## src/gic_regs.svh

```systemverilog
// Register offsets, field positions, reset values and prescale limits of the interval counter.
`ifndef GIC_REGS_SVH
`define GIC_REGS_SVH
`define GIC_ADDR_CTRL    8'h00
`define GIC_ADDR_COUNT   8'h04
`define GIC_ADDR_PERIOD  8'h08
`define GIC_ADDR_STATUS  8'h0C
`define GIC_ADDR_MASK    8'h10
`define GIC_ADDR_PRIO    8'h14
`define GIC_CTRL_RUN     15
`define GIC_CTRL_GATE    6
`define GIC_CTRL_PS_HI   5
`define GIC_CTRL_PS_LO   4
`define GIC_CTRL_SYNC    2
`define GIC_CTRL_SRC     1
`define GIC_ST_MATCH     0
`define GIC_ST_GATE      1
`define GIC_PERIOD_RST   16'hFFFF
`define GIC_PS_LIM0      8'h00
`define GIC_PS_LIM1      8'h07
`define GIC_PS_LIM2      8'h3F
`define GIC_PS_LIM3      8'hFF
`define GIC_RESP_OKAY    2'h0
`define GIC_RESP_SLVERR  2'h2
`endif

```

## src/gic_pkg.sv

```systemverilog
// Types shared by the interval counter design.
package gic_pkg;
  // Whole state of the counter unit, registered in one process.
  typedef struct packed {
    logic [15:0] count;
    logic [15:0] period;
    logic [7:0]  pre;
    logic        run;
    logic [1:0]  psel;
    logic        gate_en;
    logic        sync_sel;
    logic        src_sel;
    logic [2:0]  prio;
    logic [1:0]  stat;
    logic [1:0]  mask;
    logic [2:0]  ext_sy;
    logic [2:0]  gate_sy;
    logic        aw_have;
    logic [7:0]  awaddr;
    logic        w_have;
    logic [31:0] wdata;
    logic [3:0]  wstrb;
    logic        awready;
    logic        wready;
    logic        bvalid;
    logic [1:0]  bresp;
    logic        arready;
    logic        rvalid;
    logic [31:0] rdata;
    logic [1:0]  rresp;
    logic        irq;
  } gic_state_t;
endpackage

```

## src/gic_interval_counter_unit.sv

```systemverilog
// Gated 16-bit interval counter with an AXI4-Lite register slave and a level interrupt.
//
// Chosen here: the AXI4-Lite register port and the register addresses.
`timescale 1ns/1ps
`include "gic_regs.svh"

module gic_interval_counter_unit (
  input  wire logic        aclk,
  input  wire logic        aresetn,
  input  wire logic        ext_clk_pin,
  input  wire logic        gate_pin,
  input  wire logic        s_axi_awvalid,
  output logic             s_axi_awready,
  input  wire logic [31:0] s_axi_awaddr,
  input  wire logic        s_axi_wvalid,
  output logic             s_axi_wready,
  input  wire logic [31:0] s_axi_wdata,
  input  wire logic [3:0]  s_axi_wstrb,
  output logic             s_axi_bvalid,
  input  wire logic        s_axi_bready,
  output logic [1:0]       s_axi_bresp,
  input  wire logic        s_axi_arvalid,
  output logic             s_axi_arready,
  input  wire logic [31:0] s_axi_araddr,
  output logic             s_axi_rvalid,
  input  wire logic        s_axi_rready,
  output logic [31:0]      s_axi_rdata,
  output logic [1:0]       s_axi_rresp,
  output logic             counter_irq,
  output logic [2:0]       counter_irq_priority
);

  // Registered state and its next value.
  gic_pkg::gic_state_t q, d;

  // Prescaler terminal count for each prescale select code.
  function automatic logic [7:0] ps_limit(input logic [1:0] sel);
    logic [7:0] lim;
    unique case (sel)
      2'h0: lim = `GIC_PS_LIM0;
      2'h1: lim = `GIC_PS_LIM1;
      2'h2: lim = `GIC_PS_LIM2;
      2'h3: lim = `GIC_PS_LIM3;
    endcase
    return lim;
  endfunction

  // Byte-lane merge of a 16-bit register with the low two write strobes.
  function automatic logic [15:0] merge16(input logic [15:0] old, input logic [31:0] wd, input logic [3:0] st);
    logic [15:0] r;
    r = old;
    if (st[0]) begin
      r[7:0] = wd[7:0];
    end
    if (st[1]) begin
      r[15:8] = wd[15:8];
    end
    return r;
  endfunction

  // Helper terms derived from the state; pins are read only after two flops.
  logic ext_rise;   // Synchronised rising edge of the external clock pin.
  logic gate_fall;  // Synchronised falling edge of the gate pin.
  logic gated;      // Gated accumulation active on the internal clock.
  logic advance;    // Prescaler input event this cycle.
  logic tick;       // Prescaled counting tick.
  logic match;      // Count equals the period value.
  logic do_wr;      // Register write carried out this cycle.
  logic rd_take;    // Read address taken this cycle.

  assign ext_rise  = q.ext_sy[1] & ~q.ext_sy[2];
  assign gate_fall = ~q.gate_sy[1] & q.gate_sy[2];
  assign gated     = q.gate_en & ~q.src_sel;
  // With one clock both external modes see the pin through the same synchroniser,
  // so the sync select is kept and read back but both settings count the same edge.
  // There is no low-power input, so while run enable is set only a low gate in gated mode pauses counting.
  assign advance   = q.run & (q.src_sel ? ext_rise : 1'b1) & (~gated | q.gate_sy[1]);
  assign tick      = advance & (q.pre == ps_limit(q.psel));
  assign match     = q.count == q.period;
  assign do_wr     = q.aw_have & q.w_have & ~q.bvalid;
  assign rd_take   = s_axi_arvalid & q.arready;

  // Next-state logic for the counter, the synchronisers and the bus slave.
  always_comb begin
    logic [1:0]  ev;
    logic [1:0]  clr;
    logic [31:0] rd;
    logic        rd_ok;
    ev    = 2'h0;
    clr   = 2'h0;
    rd    = 32'h0000_0000;
    rd_ok = 1'b1;
    d     = q;
    // The first flop of each synchroniser feeds only the second.
    d.ext_sy  = {q.ext_sy[1:0], ext_clk_pin};
    d.gate_sy = {q.gate_sy[1:0], gate_pin};
    // Prescaler restarts whenever the counter is stopped.
    if (!q.run) begin
      d.pre = 8'h00;
    end else if (advance) begin
      d.pre = tick ? 8'h00 : q.pre + 8'h01;
    end
    // Count advances on each tick and wraps after matching the period.
    if (tick) begin
      d.count = match ? 16'h0000 : q.count + 16'h0001;
    end
    ev[`GIC_ST_MATCH] = tick & match;
    ev[`GIC_ST_GATE]  = q.run & gated & gate_fall;
    // Write address and data are taken independently and held until used.
    if (s_axi_awvalid && q.awready) begin
      d.aw_have = 1'b1;
      d.awaddr  = s_axi_awaddr[7:0];
    end
    if (s_axi_wvalid && q.wready) begin
      d.w_have = 1'b1;
      d.wdata  = s_axi_wdata;
      d.wstrb  = s_axi_wstrb;
    end
    // A software write to the count wins over a tick in the same cycle.
    if (do_wr) begin
      d.aw_have = 1'b0;
      d.w_have  = 1'b0;
      d.bvalid  = 1'b1;
      d.bresp   = `GIC_RESP_OKAY;
      unique case (q.awaddr)
        `GIC_ADDR_CTRL: begin
          if (q.wstrb[0]) begin
            d.gate_en  = q.wdata[`GIC_CTRL_GATE];
            d.psel     = q.wdata[`GIC_CTRL_PS_HI:`GIC_CTRL_PS_LO];
            d.sync_sel = q.wdata[`GIC_CTRL_SYNC];
            d.src_sel  = q.wdata[`GIC_CTRL_SRC];
          end
          if (q.wstrb[1]) begin
            d.run = q.wdata[`GIC_CTRL_RUN];
          end
        end
        `GIC_ADDR_COUNT: d.count = merge16(q.count, q.wdata, q.wstrb);
        `GIC_ADDR_PERIOD: d.period = merge16(q.period, q.wdata, q.wstrb);
        `GIC_ADDR_STATUS: d.bresp = `GIC_RESP_OKAY;
        `GIC_ADDR_MASK: begin
          if (q.wstrb[0]) begin
            d.mask = q.wdata[1:0];
          end
        end
        `GIC_ADDR_PRIO: begin
          if (q.wstrb[0]) begin
            d.prio = q.wdata[2:0];
          end
        end
        default: d.bresp = `GIC_RESP_SLVERR;
      endcase
    end
    if (q.bvalid && s_axi_bready) begin
      d.bvalid = 1'b0;
    end
    // Read decode; reading the status clears what it returns.
    unique case (s_axi_araddr[7:0])
      `GIC_ADDR_CTRL: begin
        rd[`GIC_CTRL_RUN]                      = q.run;
        rd[`GIC_CTRL_GATE]                     = q.gate_en;
        rd[`GIC_CTRL_PS_HI:`GIC_CTRL_PS_LO]    = q.psel;
        rd[`GIC_CTRL_SYNC]                     = q.sync_sel;
        rd[`GIC_CTRL_SRC]                      = q.src_sel;
      end
      `GIC_ADDR_COUNT:  rd[15:0] = q.count;
      `GIC_ADDR_PERIOD: rd[15:0] = q.period;
      `GIC_ADDR_STATUS: begin
        rd[1:0] = q.stat;
        clr     = rd_take ? q.stat : 2'h0;
      end
      `GIC_ADDR_MASK:   rd[1:0] = q.mask;
      `GIC_ADDR_PRIO:   rd[2:0] = q.prio;
      default:          rd_ok = 1'b0;
    endcase
    if (rd_take) begin
      d.rvalid = 1'b1;
      d.rdata  = rd;
      d.rresp  = rd_ok ? `GIC_RESP_OKAY : `GIC_RESP_SLVERR;
    end else if (q.rvalid && s_axi_rready) begin
      d.rvalid = 1'b0;
    end
    // An event in the clearing cycle survives: set wins over clear.
    d.stat    = (q.stat & ~clr) | ev;
    d.awready = ~d.aw_have & ~d.bvalid;
    d.wready  = ~d.w_have & ~d.bvalid;
    d.arready = ~d.rvalid;
    d.irq     = |(d.stat & d.mask);
  end

  // Single state register; synchronous active-low reset to constants.
  always_ff @(posedge aclk) begin
    if (!aresetn) begin
      q        <= '0;
      q.period <= `GIC_PERIOD_RST;
    end else begin
      q <= d;
    end
  end

  // All outputs come straight from state flops.
  assign s_axi_awready        = q.awready;
  assign s_axi_wready         = q.wready;
  assign s_axi_bvalid         = q.bvalid;
  assign s_axi_bresp          = q.bresp;
  assign s_axi_arready        = q.arready;
  assign s_axi_rvalid         = q.rvalid;
  assign s_axi_rdata          = q.rdata;
  assign s_axi_rresp          = q.rresp;
  assign counter_irq          = q.irq;
  assign counter_irq_priority = q.prio;

  // Helper: a count write is pending in this cycle.
  logic cnt_wr;
  assign cnt_wr = do_wr & (q.awaddr == `GIC_ADDR_COUNT);
endmodule

```

## config.mk

```make
export PLATFORM = sky130hd
export DESIGN_NAME = gic_interval_counter_unit
export DESIGN_NICKNAME = d
export VERILOG_FILES = /design/src/gic_pkg.sv /design/src/gic_interval_counter_unit.sv
export VERILOG_INCLUDE_DIRS = /design/src
export SDC_FILE = /design/constraint.sdc
export NUM_CORES = 1
export LEC_CHECK = 0
export ABC_CLOCK_PERIOD_IN_PS = 3030
export BUFFER_PORTS_ARGS = -buffer_cell sky130_fd_sc_hd__buf_2
export CAP_MARGIN = 20
export CORE_MARGIN = 2
export CORE_UTILIZATION = 45
export CTS_BUF_LIST = sky130_fd_sc_hd__clkbuf_4
export CTS_CLUSTER_SIZE = 25
export DETAILED_ROUTE_END_ITERATION = 10
export GPL_TIMING_DRIVEN = 0
export PLACE_DENSITY = 0.78
export SLEW_MARGIN = 0
export SYNTH_ARGS = -nofsm -noshare
export SYNTH_HDL_FRONTEND = slang
export SYNTH_SLANG_ARGS = --single-unit
```

## constraint.sdc

```tcl
create_clock -name aclk -period 3.03 [get_ports aclk]
set_input_delay 0.606 -clock aclk [delete_from_list [all_inputs] [get_ports aclk]]
set_output_delay 0.606 -clock aclk [all_outputs]
set_load 0.1 [all_outputs]
```

; ---- After elaboration in Yosys (flattened, before gate mapping)
; Cells that the tools add are included.
; Widths: inputs -> output; s select.
[totals]
ff_bits = 131
latch_bits = 0
ramBits = 0
rom_bits = 0
inputBits = 109
elab_cells = 127
memories = 0
[classes]
n_addsub = 2
mul = 0
div_mod_pow = 0
magnitude_cmp = 0
n_eq_ne = 17
shift = 0
mux = 35
bitwise = 28
reduce_logical = 16
[op_table]
columns = op, n
row1 = $mux 16, 4
row2 = $mux 8, 5
row3 = $mux 37, 1
row4 = $eq 8x4->1 const B, 4
row5 = $eq 8x5->1 const B, 4
row6 = $mux 32, 1
row7 = $pmux 8 s4, 1
row8 = $add 16x1->16 const B, 1
row9 = $eq 16x16->1, 1
row10 = $eq 8x3->1 const B, 2
row11 = $logic_not 8->1, 2
row12 = $pmux 8 s2, 1
row13 = $reduce_and 3->1, 5
row14 = $and 1x1->1, 14
row15 = $mux 2, 7
row16 = $reduce_or 6->1, 2
row17 = $mux 9, 1
row18 = $not 1->1, 9
row19 = $pmux 3 s3, 1
row20 = $add 8x1->8 const B, 1
row21 = $eq 8x8->1, 1
row22 = $mux 1, 7
row23 = $ne 3x3->1 const B, 2
row24 = $pmux 1 s6, 1
row25 = 15 further kinds, 20

; ---- Longest topological paths before layout
[depth]
depth_word = 10
mapped_depth = 8
mapped_depth_nobuf = 6

; ---- Worst setup path before layout
; Ideal clock, no wire load.
[synth_path]
kind = reg2reg
from = register q, in the netlist s_axi_bvalid
to = register q[129] (netlist name)
t_arrival_ns = 2.313
required_ns = 2.901
slack_ns = 0.588
stages_incl_launch_ff = 8
synth_period_minus_slack_ns = 2.442
cell_sequence = dfxtp_1 -> nand3b_1 -> or3_1 -> buf_6 -> nor4b_2 -> buf_4 -> mux2i_1 -> nand2_1
[synth_via]
elab_chain_cells = 3
[synth_lines]
columns = element, line_no
row1 = start: declaration, gic_interval_counter_unit.sv:34  ; gic_pkg::gic_state_t q, d;
row2 = $not 1->1, gic_interval_counter_unit.sv:80  ; assign do_wr = q.aw_have & q.w_have & ~q.bvalid;
row3 = $and 1x1->1, gic_interval_counter_unit.sv:80
row4 = $reduce_and 3->1 (no line), n/a
; No other way between the ends.
; A chain may end at the register's enable or synchronous reset.

; ---- Worst setup path after layout
[layout_path]
from = register q[134] (netlist name)
to = register q[137] (netlist name)
[layout_via]
elab_chain_cells = 5
[layout_lines]
columns = element, line_no
row1 = $add 16x1->16 / $eq 16x16->1 (equally long branches), "gic_interval_counter_unit.sv:105, gic_interval_counter_unit.sv:79"
row2 = $mux 16 (*), gic_interval_counter_unit.sv:105  ; d.count = match ? 16'h0000 : q.count + 16'h0001;
row3 = $mux 16 (*), gic_interval_counter_unit.sv:104  ; if (tick) begin
row4 = $mux 16, gic_interval_counter_unit.sv:125  ; unique case (q.awaddr)
row5 = $mux 32 (*), gic_interval_counter_unit.sv:120  ; if (do_wr) begin
; Mark *: on every way between the ends. The rest lies on a longest branch, timed or not.

==> run summary <==
Final GP Congestion -> 0.900
Starting Density -> 46.6%
Primary FF master, synth -> dfxtp_1
Maximum vdd drop -> 0.313 mV
Syn Area/Cell -> 8.52 sq um
Kind of critical path -> register to register
Fillers -> 1,139
CTS clk-pin slew, worst paths -> 180 ps
Logic gate share of total power -> 16.9%
CP Capture Type -> register
CP Launch Type -> register
Switch Pwr -> 0.886 mW
Clock root buffer -> clkbuf_4
HP Class -> input port to register
Via density -> 5.39
Total power -> 2.68 mW
Initial DRT Pass Iterations -> 5
Final Hold Fails -> 0
Die height -> 113 microns
Syn. warnings -> 0
Sequential share of the synthesized area -> 41.3%
GRT overflow -> 0
Post-CTS Repair Setup Buffers -> 0
Synthesized flop and latch total -> 111
Remaining DRCs -> 0
Sw Ratio -> 33.1%
CTS H-tree depth -> 3
Mapped Area -> 5390 sq um
CTS Sinks -> 111
DRT iter0 DRCs -> 363
CTS buffer count -> 9
Clock Tree Buf Depth -> 2
Final setup fails -> 0
Layout cell share with drive strength beyond 1 -> 19.5%
Worst Path Arrival -> 2940 ps
Internal power -> 1.79 mW
Relative slew slack -> 21.9%
Global-route wire length before repair -> 20,900 microns
Top Ports -> 154
CTS tree -> yes
Die X -> 113 microns
Setup TNS -> 0 ps
Post-CTS Resized -> 0
Die ar. -> 12,900 sq um
Run status -> completed
Routed Antenna Nets -> 0
Clk pwr share -> 25.9%
Syn Inst Count -> 632
Final core utilization -> 52.7%
Synth-to-Final Area Change -> 13.2%
Measured slew at the worst slew-check pin -> 1140 ps
Hold_buf cts -> 0
Nets -> 839
Initial antenna violation count -> 1
Port Buf Inserts -> 68
Worst-Skew Late Latency -> 490 ps
Routed wire per std cell -> 15.0 microns
Pleak -> 2.34 nW
Largest net degree at the start of global routing -> 20
RSZ-0062 raised after global routing -> false
Tmin final -> 2560 ps
Power per cell area -> 439 nW/um^2
DP HPWL -> 9910 microns
Reg area -> 2220 sq um
Final Max Tran Viols -> 0
Unique masters post-synth -> 57
Clock Skews -> 19.5 ps
Asr flop ratio synth -> 0%
Tot GR Track Use -> 20.5%
Area of the multi-input gates -> 2760 sq um
Final Cycle Share -> 84.6%
Max_cap viols -> 0
Timing-limited maximum frequency -> 390 MHz
Std-Cell Core Area -> 11,600 sq um
Number of synthesized flops with an enable pin -> 0
Post-Route WL -> 13,100 microns
Critical Path RT -> 3400 ps
Vias -> 4,729
Highest net fanout along the worst path -> 10
Number of core rows -> 39
Seq pwr share -> 57.2%
Number of global-route vias before repair -> 4,142
-- critical path, stage by stage, from the launching register on --
cell      delay, ps
dfxtp_1         340
clkbuf_1        350
xnor2_1         170
nand4_1         110
nor4_1          630
buf_2           330
o21ai_0         110
a221oi_1        320
a211oi_1         80
-- cell usage after synthesis, drive strengths merged (7+ instances only) --
library cell  count  area (sq um)
nand2           105           394
nand4            10          62.6
buf              48           345
mux2i            36           360
and2             14          87.6
a21oi            48           240
nor4              7          73.8
nor2             45           176
nand3            14          70.1
a22oi             8          60.1
dfxtp           111          2220
clkbuf           27           101
o21ai            27           135
nor3             14          81.3
xnor2            19           166
a221oi           12           105
-- cell families after synthesis --
family,count (synthesis),synth area share (%)
AOI/OAI and AO/OA,127,14.9
adders and majority gates,2,0.465
buffers and inverters,81,8.71
DFF,111,41.3
other,1,0.0696
and+or+nand+nor,246,23.2
muxes,41,7.74
xor gates and xnor gates,23,3.74
-- registers in the layout (all words and copies together), names as in the netlist --
name and flops:
counter_irq 1, counter_irq_priority 3, d 4, q 80
s_axi_arready 1, s_axi_awready 1, s_axi_bresp 1, s_axi_bvalid 1
s_axi_rdata 16, s_axi_rresp 1, s_axi_rvalid 1, s_axi_wready 1
-- routing by layer --
metal	vias to the layer above	wire length, microns	global-route usage (%)
met4	0	215	5.69
met5	-	0	0
met3	15	736	3.56
li1	2361	-	-
met2	159	5890	32.1
met1	2194	6280	29.2
-- path summary, 6_finish.rpt --
kind                   startpoint            end  slack (ps)  depth (start not counted)
setup / recovery           q[134]         q[137]         470                          8
hold / removal    s_axi_awaddr[0]          q[79]         320                          3
setup reg to reg           q[134]         q[137]         470                          8
hold reg to reg             q[87]  s_axi_awready         460                          1
-- area by class of cell --
cell class / count / area share [%]
multi-input combinational: 457 / 45.3
sequential: 111 / 36.5
buffer: 75 / 7.33
timing repair buffer: 68 / 5.58
tap: 143 / 2.94
clock buffer: 9 / 1.11
clock inverter: 7 / 0.924
inverter: 6 / 0.369
antenna: 1 / 0.0411
-- metrics by stage --
step	setup slack (ps)	instances	hold slack [ps]	instance area, sq um
floorplan	588	649	412	5450
global placement	549	860	424	5970
detailed placement	524	860	430	5970
CTS	495	876	321	6090
global route	218	877	312	6100
finish	465	877	322	6100
-- power groups by stage --
stage | Sequential (mW) | Combinational, mW | Clock, mW
3_3_place_gp | 1.56 | 0.448 | 0
3_5_place_dp | 1.56 | 0.451 | 0
6_report | 1.53 | 0.453 | 0.693
5_1_grt | 1.54 | 0.481 | 0.753
2_1_floorplan | 1.58 | 0.337 | 0
4_1_cts | 1.53 | 0.452 | 0.699
-- placed cells by master (no fill, tap or decap), types with 5 or more instances in the layout --
master    count
mux2_2        5
clkbuf_4      9
inv_1         5
mux2i_1      36
nand2_1     105
xnor2_1      19
conb_1       18
and3_1        6
and2_1       13
nand3_1      14
buf_2        71
dfxtp_1     111
nor3_1       13
nand2b_1      6
buf_4        41
clkbuf_1     27
nor2b_1       6
a21oi_1      48
nor4_1        5
or3_1         5
a221oi_1     12
nand4_1      10
nor2_1       44
a22oi_1       8
o21ai_0      27
Power figures use the tool's default switching activity.
